$ cat config.mk
export PLATFORM = sky130hd
export DESIGN_NAME = cfdd_diag_filter
export DESIGN_NICKNAME = d
export VERILOG_FILES = /design/src/rtl/cfdd_pkg.sv /design/src/rtl/cfdd_diag_filter.sv
export VERILOG_INCLUDE_DIRS = /design/src /design/src/rtl
export SDC_FILE = /design/constraint.sdc
export NUM_CORES = 2
export LEC_CHECK = 0
export ABC_AREA = 1
export BUFFER_PORTS_ARGS = -buffer_cell sky130_fd_sc_hd__buf_2
export CAP_MARGIN = 20
export CORE_MARGIN = 8
export CORE_UTILIZATION = 34
export DETAILED_ROUTE_END_ITERATION = 6
export GPL_ROUTABILITY_DRIVEN = 0
export PLACE_DENSITY = 0.47
export SYNTH_ARGS = -nofsm -noshare
export SYNTH_HDL_FRONTEND = slang
export SYNTH_SLANG_ARGS = --single-unit
$ cat constraint.sdc
create_clock -name pclk -period 3.2 [get_ports pclk]
set_input_delay 0.8 -clock pclk [delete_from_list [all_inputs] [get_ports pclk]]
set_output_delay 0.8 -clock pclk [all_outputs]
set_load 0.03 [all_outputs]
$ cat src/rtl/cfdd_consts.svh
// Named constants for the CAN-FD diagnostic and acceptance filter block
`ifndef CFDD_CONSTS_SVH
`define CFDD_CONSTS_SVH

// Register byte offsets
`define CFDD_OFF_DIAG      8'h00
`define CFDD_OFF_CTRL      8'h04
`define CFDD_OFF_FLTCON    8'h10
`define CFDD_OFF_FLTOBJ    8'h40
`define CFDD_OFF_MASK      8'h80
`define CFDD_OFF_END       8'hC0

// Diagnostic register fields
`define CFDD_B_LEN_MM      31
`define CFDD_B_ESI         30
`define CFDD_B_D_CRC       29
`define CFDD_B_D_STUFF     28
`define CFDD_B_D_FORM      27
`define CFDD_B_D_REC       25
`define CFDD_B_D_DOM       24
`define CFDD_B_BUS_OFF     23
`define CFDD_B_N_CRC       21
`define CFDD_B_N_STUFF     20
`define CFDD_B_N_FORM      19
`define CFDD_B_N_ACK       18
`define CFDD_B_N_REC       17
`define CFDD_B_N_DOM       16
`define CFDD_DATA_SHIFT    8
`define CFDD_FLAG_MASK     16'hFBBF
`define CFDD_CNT_W         16

// Filter control fields, one byte per filter
`define CFDD_FC_EN_BIT     7
`define CFDD_FC_PTR_W      5
`define CFDD_PER_CON       4
`define CFDD_NUM_FLT       16

// Pattern and mask fields
`define CFDD_OBJ_W         31
`define CFDD_OBJ_TYPE_BIT  30
`define CFDD_STANDARD_ID_EXTRA_BIT_BIT     29
`define CFDD_EID_LSB       11
`define CFDD_EID_MASK      30'h3FFFF800

// Protocol figures
`define CFDD_STUFF_LIMIT   3'h6
`define CFDD_RECOV_RUN     4'hB
`define CFDD_CRC_W         21
`define CFDD_CLASSIC_MAX   7'h08

// Reset values
`define CFDD_RST_WORD      32'h00000000

`endif

$ cat src/rtl/cfdd_pkg.sv
// Types for the CAN-FD diagnostic and acceptance filter block
`include "cfdd_consts.svh"

package cfdd_pkg;

  typedef struct packed {
    logic [15:0]                                  flags;
    logic [`CFDD_CNT_W-1:0]                       clean_message_count;
    logic                                         byte_filter_mode;
    logic [`CFDD_NUM_FLT-1:0]                     filter_enable;
    logic [`CFDD_NUM_FLT-1:0][`CFDD_FC_PTR_W-1:0] filter_object_pointer;
    logic [`CFDD_NUM_FLT-1:0][`CFDD_OBJ_W-1:0]    pattern;
    logic [`CFDD_NUM_FLT-1:0][`CFDD_OBJ_W-1:0]    mask;
    logic [2:0]                                   equal_run;
    logic                                         last_bit;
    logic [3:0]                                   recessive_run;
    logic                                         pready;
    logic                                         pslverr;
    logic [31:0]                                  prdata;
    logic                                         filter_hit;
    logic [`CFDD_FC_PTR_W-1:0]                    filter_hit_object;
    logic [3:0]                                   filter_hit_index;
  } cfdd_state_t;

endpackage

$ cat src/rtl/cfdd_diag_filter.sv
// CAN-FD error diagnostic flags, clean-message counter and acceptance filters
`include "cfdd_consts.svh"
`timescale 1ns/1ps
`default_nettype none

module cfdd_diag_filter (
  input  wire logic                      pclk,
  input  wire logic                      presetn,
  input  wire logic                      psel,
  input  wire logic                      penable,
  input  wire logic                      pwrite,
  input  wire logic [7:0]                paddr,
  input  wire logic [31:0]               pwdata,
  output logic      [31:0]               prdata,
  output logic                           pready,
  output logic                           pslverr,
  input  wire logic                      bit_tick,
  input  wire logic                      rx_bit,
  input  wire logic                      tx_bit,
  input  wire logic                      transmitting,
  input  wire logic                      in_arbitration,
  input  wire logic                      stuff_region,
  input  wire logic                      data_phase,
  input  wire logic                      bus_off_recovery,
  input  wire logic                      form_check,
  input  wire logic                      ack_slot,
  input  wire logic                      crc_check,
  input  wire logic [`CFDD_CRC_W-1:0]    crc_received,
  input  wire logic [`CFDD_CRC_W-1:0]    crc_computed,
  input  wire logic                      esi_check,
  input  wire logic                      rx_esi,
  input  wire logic                      bus_off_recovered,
  input  wire logic                      frame_ok,
  input  wire logic                      dlc_check,
  input  wire logic [3:0]                frame_dlc,
  input  wire logic [2:0]                fifo_payload_size,
  input  wire logic                      rx_id_valid,
  input  wire logic                      rx_ide,
  input  wire logic [10:0]               rx_sid,
  input  wire logic                      rx_standard_id_extra_bit,
  input  wire logic [17:0]               rx_eid,
  input  wire logic [15:0]               rx_data01,
  output logic                           filter_hit,
  output logic [`CFDD_FC_PTR_W-1:0]      filter_hit_object,
  output logic [3:0]                     filter_hit_index
);

  cfdd_pkg::cfdd_state_t state;
  cfdd_pkg::cfdd_state_t next_state;

  // Length code to payload bytes
  function automatic logic [6:0] dlc_bytes(input logic [3:0] dlc);
    logic [6:0] b;
    b = 7'h00;
    unique case (dlc)
      4'h9:    b = 7'h0C;
      4'hA:    b = 7'h10;
      4'hB:    b = 7'h14;
      4'hC:    b = 7'h18;
      4'hD:    b = 7'h20;
      4'hE:    b = 7'h30;
      4'hF:    b = 7'h40;
      default: b = {3'h0, dlc};
    endcase
    return b;
  endfunction

  // FIFO payload size code to bytes
  function automatic logic [6:0] size_bytes(input logic [2:0] code);
    logic [6:0] b;
    b = `CFDD_CLASSIC_MAX;
    unique case (code)
      3'h0: b = `CFDD_CLASSIC_MAX;
      3'h1: b = 7'h0C;
      3'h2: b = 7'h10;
      3'h3: b = 7'h14;
      3'h4: b = 7'h18;
      3'h5: b = 7'h20;
      3'h6: b = 7'h30;
      3'h7: b = 7'h40;
    endcase
    return b;
  endfunction

  // Nominal flag position, moved to the data group at data rate
  function automatic logic [3:0] phase_bit(input logic [3:0] nominal_pos, input logic dp);
    logic [3:0] p;
    p = dp ? 4'(nominal_pos + 4'(`CFDD_DATA_SHIFT)) : nominal_pos;
    return p;
  endfunction

  // Compare one filter against the received frame
  function automatic logic filter_match(input logic [`CFDD_OBJ_W-1:0] pat,
                                        input logic [`CFDD_OBJ_W-1:0] msk,
                                        input logic [29:0]             rx_vec,
                                        input logic                    ide,
                                        input logic                    bytes_mode);
    logic [29:0] eff;
    logic        type_ok;
    eff = msk[29:0];
    // Standard frames carry no extended bits unless data bytes stand in for them
    if (!ide && !bytes_mode)
    begin
      eff = eff & ~`CFDD_EID_MASK;
    end
    type_ok = !msk[`CFDD_OBJ_TYPE_BIT] || (pat[`CFDD_OBJ_TYPE_BIT] == ide);
    return type_ok && (((rx_vec ^ pat[29:0]) & eff) == 30'h00000000);
  endfunction

  logic        apb_write;
  logic        apb_read;
  logic [7:0]  word_addr;
  logic [3:0]  reg_idx;
  logic [3:0]  con_idx;
  logic [29:0] rx_vector;
  logic [15:0] flag_set;
  logic [31:0] read_word;
  logic        read_ok;
  logic [2:0]  run_next;
  logic [3:0]  rec_next;
  logic [3:0]  dom_pos;
  logic [3:0]  pick;
  logic        any_hit;

  assign apb_write = psel && penable && state.pready && pwrite;
  assign apb_read  = psel && penable && !state.pready && !pwrite;
  assign word_addr = {paddr[7:2], 2'b00};
  assign reg_idx   = paddr[5:2];
  // Control words count from their own base, not from offset zero
  assign con_idx   = 4'(reg_idx - 4'(`CFDD_OFF_FLTCON >> 2));

  // Extended bits come from the first two data bytes in byte-filter mode
  assign rx_vector = {rx_standard_id_extra_bit,
                      state.byte_filter_mode ? {rx_data01, 2'b00} : rx_eid,
                      rx_sid};

  always_comb
  begin
    next_state = state;
    flag_set   = 16'h0000;
    read_word  = `CFDD_RST_WORD;
    read_ok    = 1'b1;
    run_next   = state.equal_run;
    rec_next   = state.recessive_run;
    dom_pos    = phase_bit(4'(`CFDD_B_N_DOM - 16), data_phase);
    pick       = 4'h0;
    any_hit    = 1'b0;

    // Protocol events
    if (dlc_check && (dlc_bytes(frame_dlc) > size_bytes(fifo_payload_size)))
    begin
      flag_set[`CFDD_B_LEN_MM - 16] = 1'b1;
    end
    if (esi_check && rx_esi)
    begin
      flag_set[`CFDD_B_ESI - 16] = 1'b1;
    end
    if (crc_check && (crc_received != crc_computed))
    begin
      flag_set[phase_bit(4'(`CFDD_B_N_CRC - 16), data_phase)] = 1'b1;
    end
    // Fixed-format fields (delimiters, end of frame) are all recessive
    if (form_check && bit_tick && !rx_bit)
    begin
      flag_set[phase_bit(4'(`CFDD_B_N_FORM - 16), data_phase)] = 1'b1;
    end
    // Acknowledge is always sent at nominal rate
    if (ack_slot && bit_tick && transmitting && rx_bit)
    begin
      flag_set[`CFDD_B_N_ACK - 16] = 1'b1;
    end
    if (bit_tick && transmitting && !in_arbitration && tx_bit && !rx_bit)
    begin
      flag_set[phase_bit(4'(`CFDD_B_N_REC - 16), data_phase)] = 1'b1;
    end
    // Ack slot and error flags reach here as dominant transmitted bits
    if (bit_tick && transmitting && !tx_bit && rx_bit)
    begin
      flag_set[dom_pos] = 1'b1;
    end
    if (bus_off_recovered)
    begin
      flag_set[`CFDD_B_BUS_OFF - 16] = 1'b1;
    end

    // Equal-bit run inside stuffed regions
    if (!stuff_region)
    begin
      run_next = 3'h0;
    end
    else if (bit_tick)
    begin
      if (state.equal_run != 3'h0 && rx_bit == state.last_bit)
      begin
        run_next = (state.equal_run == `CFDD_STUFF_LIMIT) ? state.equal_run
                                                          : 3'(state.equal_run + 3'h1);
      end
      else
      begin
        run_next = 3'h1;
      end
      if (run_next == `CFDD_STUFF_LIMIT && state.equal_run != `CFDD_STUFF_LIMIT)
      begin
        flag_set[phase_bit(4'(`CFDD_B_N_STUFF - 16), data_phase)] = 1'b1;
      end
    end
    next_state.equal_run = run_next;
    if (bit_tick)
    begin
      next_state.last_bit = rx_bit;
    end

    // Recessive runs during bus-off recovery, counted at nominal rate
    if (!bus_off_recovery)
    begin
      rec_next = 4'h0;
    end
    else if (bit_tick)
    begin
      rec_next = rx_bit ? 4'(state.recessive_run + 4'h1) : 4'h0;
      if (rec_next == `CFDD_RECOV_RUN)
      begin
        flag_set[`CFDD_B_N_DOM - 16] = 1'b1;
        rec_next = 4'h0;
      end
    end
    next_state.recessive_run = rec_next;

    // Software clears a flag by writing 0; a new event in the same cycle wins
    if (apb_write && word_addr == `CFDD_OFF_DIAG)
    begin
      next_state.flags = ((state.flags & pwdata[31:16]) | flag_set) & `CFDD_FLAG_MASK;
    end
    else
    begin
      next_state.flags = (state.flags | flag_set) & `CFDD_FLAG_MASK;
    end

    // Counter write loads, a message finishing in that cycle still counts
    if (apb_write && word_addr == `CFDD_OFF_DIAG)
    begin
      next_state.clean_message_count = pwdata[`CFDD_CNT_W-1:0];
    end
    if (frame_ok)
    begin
      next_state.clean_message_count = `CFDD_CNT_W'(next_state.clean_message_count + 16'h0001);
    end

    // Register writes
    if (apb_write && word_addr == `CFDD_OFF_CTRL)
    begin
      next_state.byte_filter_mode = pwdata[0];
    end
    if (apb_write && word_addr >= `CFDD_OFF_FLTCON && word_addr < `CFDD_OFF_FLTOBJ
        && con_idx < 4'(`CFDD_NUM_FLT / `CFDD_PER_CON))
    begin
      for (int k = 0; k < `CFDD_PER_CON; k++)
      begin
        // Pointer is locked while the filter runs; enable is always writable
        if (!state.filter_enable[con_idx * `CFDD_PER_CON + k])
        begin
          next_state.filter_object_pointer[con_idx * `CFDD_PER_CON + k] =
            pwdata[k*8 +: `CFDD_FC_PTR_W];
        end
        next_state.filter_enable[con_idx * `CFDD_PER_CON + k] =
          pwdata[k*8 + `CFDD_FC_EN_BIT];
      end
    end
    if (apb_write && word_addr >= `CFDD_OFF_FLTOBJ && word_addr < `CFDD_OFF_MASK
        && !state.filter_enable[reg_idx])
    begin
      next_state.pattern[reg_idx] = pwdata[`CFDD_OBJ_W-1:0];
    end
    if (apb_write && word_addr >= `CFDD_OFF_MASK && word_addr < `CFDD_OFF_END
        && !state.filter_enable[reg_idx])
    begin
      next_state.mask[reg_idx] = pwdata[`CFDD_OBJ_W-1:0];
    end

    // Read mux
    if (word_addr == `CFDD_OFF_DIAG)
    begin
      read_word = {state.flags, state.clean_message_count};
    end
    else if (word_addr == `CFDD_OFF_CTRL)
    begin
      read_word = {31'h00000000, state.byte_filter_mode};
    end
    else if (word_addr >= `CFDD_OFF_FLTCON && word_addr < `CFDD_OFF_FLTOBJ
             && con_idx < 4'(`CFDD_NUM_FLT / `CFDD_PER_CON))
    begin
      for (int k = 0; k < `CFDD_PER_CON; k++)
      begin
        read_word[k*8 + `CFDD_FC_EN_BIT] = state.filter_enable[con_idx * `CFDD_PER_CON + k];
        read_word[k*8 +: `CFDD_FC_PTR_W] =
          state.filter_object_pointer[con_idx * `CFDD_PER_CON + k];
      end
    end
    else if (word_addr >= `CFDD_OFF_FLTOBJ && word_addr < `CFDD_OFF_MASK)
    begin
      read_word = {1'b0, state.pattern[reg_idx]};
    end
    else if (word_addr >= `CFDD_OFF_MASK && word_addr < `CFDD_OFF_END)
    begin
      read_word = {1'b0, state.mask[reg_idx]};
    end
    else
    begin
      read_ok = 1'b0;
    end

    // One wait state keeps address decode off the answer path
    next_state.pready  = psel && penable && !state.pready;
    next_state.pslverr = psel && penable && !state.pready && !read_ok;
    if (apb_read)
    begin
      next_state.prdata = read_word;
    end

    // Acceptance: lowest numbered enabled filter wins
    for (int f = `CFDD_NUM_FLT - 1; f >= 0; f--)
    begin
      if (state.filter_enable[f]
          && filter_match(state.pattern[f], state.mask[f], rx_vector, rx_ide,
                          state.byte_filter_mode))
      begin
        any_hit = 1'b1;
        pick    = 4'(f);
      end
    end
    next_state.filter_hit        = rx_id_valid && any_hit;
    next_state.filter_hit_index  = pick;
    next_state.filter_hit_object = state.filter_object_pointer[pick];
  end

  always_ff @(posedge pclk or negedge presetn)
  begin
    if (!presetn)
    begin
      state <= '0;
    end
    else
    begin
      state <= next_state;
    end
  end

  assign prdata            = state.prdata;
  assign pready            = state.pready;
  assign pslverr           = state.pslverr;
  assign filter_hit        = state.filter_hit;
  assign filter_hit_object = state.filter_hit_object;
  assign filter_hit_index  = state.filter_hit_index;

endmodule

`default_nettype wire

# Yosys cells after proc, flatten, opt, wreduce, memory -nomap -nowiden
# Memories as Yosys holds them, arrays and structs flattened.
# Cells that the tools add are included.
# op_classes
n_addsub	7
muxes	169
order_cmp	29
bitwise	40
n_eq_ne	32
reduce_logical	140
# op_table
operator	n
496-bit bitwise mux	2
80-bit two-way mux	7
30-bit bitwise AND	16
30-bit zero test	16
30-bit two-way mux	16
30-bit XOR	16
80-bit bitwise mux	4
31-bit binary-select mux with 4-bit select	2
16-bit two-way mux	10
31-bit two-way mux	5
31-bit demux with 4-bit select	1
16-bit OR	7
4-bit two-way mux	25
32-bit by 1-bit >= comparator with 1-bit output (second input constant)	3
1-bit logical AND	81
5-bit binary-select mux with 4-bit select	4
16-bit bitwise mux	4
32-bit two-way mux	2
5-bit demux with 4-bit select	3
5-bit two-way mux	10
7-bit case mux with 7 select lines	1
1-bit two-way mux	43
4-bit by 5-bit less-than comparator with 1-bit output (second input constant)	7
1-bit demux with 4-bit select	8
other kinds (38)	124
# word_totals
input_bits	158
wordCells	479
memories	1
mem_bits_ro	40
reg_bits	1173
output_inout_bits	44
# mem_list
memory	depth	word_bits	rd	rd_clocked_by_memory_dff	wr	line_no	rtl
(no name shown)	8	5	1	0	0	cfdd_diag_filter.sv:72	unique case (code)

# Depth between registers and ports, before layout
# depth
ltp_word	25
depth_mapped	35

# Least setup slack after synthesis
# No wires, ideal clock.
# synth_timing
kind	input to register
from	in paddr[3]
to	reg state[1155] (netlist bit)
slack_ns	-0.043
path_stages	15
arrival_ns	3.113
setup_time_ns	0.130
cell_sequence	buf_2 > nor2_2 > inv_1 > nor2_1 > inv_1 > nor2_1 > nand2_1 > clkbuf_1 > nand2_1 > o21ai_0 > nor2_1 > nand4_1 > nor3_1 > nand2_1 > xor2_1
# synth_rtl
element	line_no	rtl
start, declared	cfdd_diag_filter.sv:12	input wire logic [7:0] paddr,
end signal, assigned	cfdd_diag_filter.sv:344	state <= next_state;
end, declared	cfdd_diag_filter.sv:48	cfdd_pkg::cfdd_state_t state;

==> summary.md <==
Power
• worst voltage drop across the vdd grid: 0.000438 V
• total power divided by cell area: 480 nW/um2
• leakage power total: 35.1 nW
• post-layout total power: 0.0377 W

STA
• worst path setup slack after routing: -0.604 ns
• setup repair after global routing missed its margin: yes
• measured slew at the worst slew-check pin: 0.966 ns
• minimum clock period: 3.80 ns
• setup total negative slack: -3.96 ns
• maximum clock skew at final layout: 0.0427 ns
• count of final max-slew check failures: 0
• max frequency: 263 MHz
• number of failing hold endpoints at the final stage: 0
• max_slew headroom: 35.6%
• final period utilization: 119%
• final setup violating endpoints: 10

Worst setup path
• worst setup path class: flip-flop to flip-flop
• slowest stage delay, CP: 0.48 ns
• category of the worst setup path launch point: flip-flop
• arrival time at the worst endpoint: 4.50 ns
• Worst Path Buf+Inv: 8
• cell seen most often among critical-path stages: nand2_2
• Critical Path Slowest Stage Cell: dfrtp_2
• CP required: 3.90 ns
• sort of element at the end of the critical path: flip-flop
• biggest fanout along the worst timing path: 11
• Crit path max-delay family: simple AND/OR/NAND/NOR gates

Yosys
• netlist area before placement: 61100 um2
• cell type contributing the most total cell area after synthesis: dfrtp_1
• sequential area share after synthesis: 48.0%
• number of different library cells in the post-synthesis netlist: 63
• Post-synth EDFFs: 0
• number of warnings reported in the yosys synthesis log: 0
• post-synthesis average cell area: 7.86 um2
• proportion of synthesized flip-flops having asynchronous set or reset: 100%
• top flip-flop cell by instance count after synthesis: dfrtp_1
• #FFs+latches synth: 1171
• portion of synthesized cell area occupied by the leading cell type: 48.0%
• most instantiated cells after synthesis: 1978 x nand2_1, 1473 x o21ai_0, 1171 x dfrtp_1
• synthesized net count: 7949
• top-count cell post-synth: nand2_1
• number of standard cells after synthesis: 7773
• dominant cells by area after synthesis: dfrtp_1 48%, nand2_1 12%, o21ai_0 12%, inv_1 3.1%, a22oi_1 2.9%

Global route
• wire length of the first global-routing pass: 409000 um
• pin count of the biggest net entering global routing: 154
• overflow left after global routing: 0
• overall track demand over capacity in global routing: 28.3%
• number of antenna violations at the first check in global routing: 11
• via count of the first global-routing pass: 58219

Clock network
• number of clock sinks: 1171
• buffer depth of the longest clock path: 3
• TritonCTS Buffers: 143
• Clock Root Buffer: clkbuf_16
• Clock Latency Late Sink: 0.84 ns
• clock transition at the registers of the reported paths: 0.06 ns
• CTS tree: done
• Max H-tree Level: 4

Route
• DRT antenna net count: 0
• number of design rule violations left after detail routing: 0
• final WL: 283000 um
• DRT iter0 DRCs: 6780
• routed vias: 61538
• routed wirelength normalized by instance count: 25.6 um
• detailed-router iteration count before antenna repair: 6
• DR vias/cell: 5.56

Floorplan
• starting utilization of the core area: 34.2%
• Placeable Area: 178000 um2
• die width: 440 um
• DIE AREA: 193000 um2
• number of I/O pins: 202
• FP Rows: 155
• die height: 440 um

Layout
• Total Nets Final: 8760
• Area Growth Syn to Fin: 28.5%
• fraction of layout cells with a size suffix above 1: 20.3%
• number of fillers in the final layout: 18080
• final standard cell area without fillers: 78500 um2
• number of non-filler instances in the completed layout: 11059

Worst hold path
• worst hold-check path type: primary input to flip-flop

Job
• max cap viols: 0

Placement
• standard cell area after detailed placement: 72100 um2
• input/output buffers: 199
• placed insts: 10759
• post-detailed-placement half-perimeter wirelength: 206000 um

Status
• run status: complete, but fails checks
• violations in the final reports: setup timing

-- state kept, by name (all words and copies together) (netlist names) --
signal,flops
prdata,32
filter_hit_object,5
filter_hit_index,4
pslverr,1
state,1127
filter_hit,1
pready,1
-- layout make-up --
type / count / area, um2 / share of cell area, %
Inverter: 522 / 1990 / 2.53
Tap cell: 2355 / 2950 / 3.75
Clock buffer: 207 / 4170 / 5.31
Multi-Input combinational cell: 5476 / 28000 / 35.7
Antenna cell: 4 / 10.0 / 0.0128
Clock inverter: 54 / 915 / 1.17
Sequential cell: 1171 / 29300 / 37.3
Timing Repair Buffer: 1270 / 11100 / 14.2
-- path summary, 6_finish.rpt --
path | startpoint | end | slack, ns | cells past startpoint
max | state[1140]$_DFFE_PN0P_ | filter_hit_object[4]$_DFF_PN0_ | -0.60 | 28
min | bus_off_recovered | state[1164]$_DFF_PN0_ | 0.18 | 3
max reg2reg | state[1140]$_DFFE_PN0P_ | filter_hit_object[4]$_DFF_PN0_ | -0.60 | 28
min reg2reg | pready$_DFF_PN0_ | pready$_DFF_PN0_ | 0.47 | 1
max in group asynchronous | presetn | state[1115]$_DFFE_PN0P_ | 1.48 | 3
min in group asynchronous | presetn | state[705]$_DFFE_PN0P_ | 0.48 | 2
-- cells in the final DEF, fill, tap and decap left out, types with 25 or more instances in the layout --
| cell | n |
|---|---|
| nand2_2 | 81 |
| o2111ai_1 | 29 |
| clkbuf_1 | 29 |
| buf_4 | 888 |
| a21oi_1 | 308 |
| inv_1 | 497 |
| clkbuf_8 | 35 |
| a22oi_1 | 237 |
| o221ai_1 | 81 |
| o21ai_1 | 31 |
| nor4_1 | 25 |
| nand4_1 | 44 |
| or2_2 | 46 |
| o21ai_0 | 1448 |
| buf_2 | 198 |
| buf_6 | 27 |
| dfrtp_1 | 1170 |
| nor2_1 | 277 |
| xor2_1 | 60 |
| clkbuf_16 | 147 |
| o22ai_1 | 222 |
| nand2_1 | 1891 |
| xnor2_1 | 30 |
| buf_12 | 144 |
| nand3_1 | 298 |
| nand3_2 | 30 |
| a221oi_1 | 45 |
-- per-stage QoR --
step                      util [%]  setup slack (ns)  hold WS, ns
after CTS                     43.7            -0.497        0.130
after floorplan                  -           0.00221        0.451
after global placement        40.4             -1.60        0.446
final                         44.0            -0.604        0.175
after detailed placement      40.4             -1.61        0.452
after global routing          44.0            -0.797        0.173
-- power breakdown --
group          total, W  switching (W)  internal (W)
Combinational   0.00470        0.00307       0.00164
Sequential       0.0154       0.000276        0.0152
Clock            0.0175        0.00722        0.0103
Total            0.0377         0.0106        0.0271
-- layer usage --
metal  routed length [um]  up-vias  GRT usage, %
met3                18600      547          4.12
met1               119000    30194          37.9
met2               130000     2580          45.3
met4                15000        0          13.1
met5                    0        -             0
li1                     -    28217             -
-- worst reg2reg max path, delay by kind of cell (launching register included) --
kind / cells / cell delay, ns
flops: 1 / 0.48
buf+inv: 8 / 1.28
compound gates: 3 / 0.38
simple gates: 17 / 1.56
-- repair_timing --
| action | in CTS | in global routing |
|---|---|---|
| hold buffers | 1 | 0 |
| buffers inserted | 21 | 4 |
| endpoints found under the setup margin | 10 | 10 |
| resized for setup | 141 | 110 |
| pin swaps | 25 | 44 |
| hold endpoints to repair | 6 | 0 |
| cloned | 5 | 6 |
-- kinds of logic after synthesis --
kind of cell	synth area share, %
compound gates	24.1
flops	48.0
buf+inv	7.54
fa+ha+maj	0.369
xor+xnor	1.29
simple gates	18.7
No activity file was read; power rests on OpenSTA's default activity.
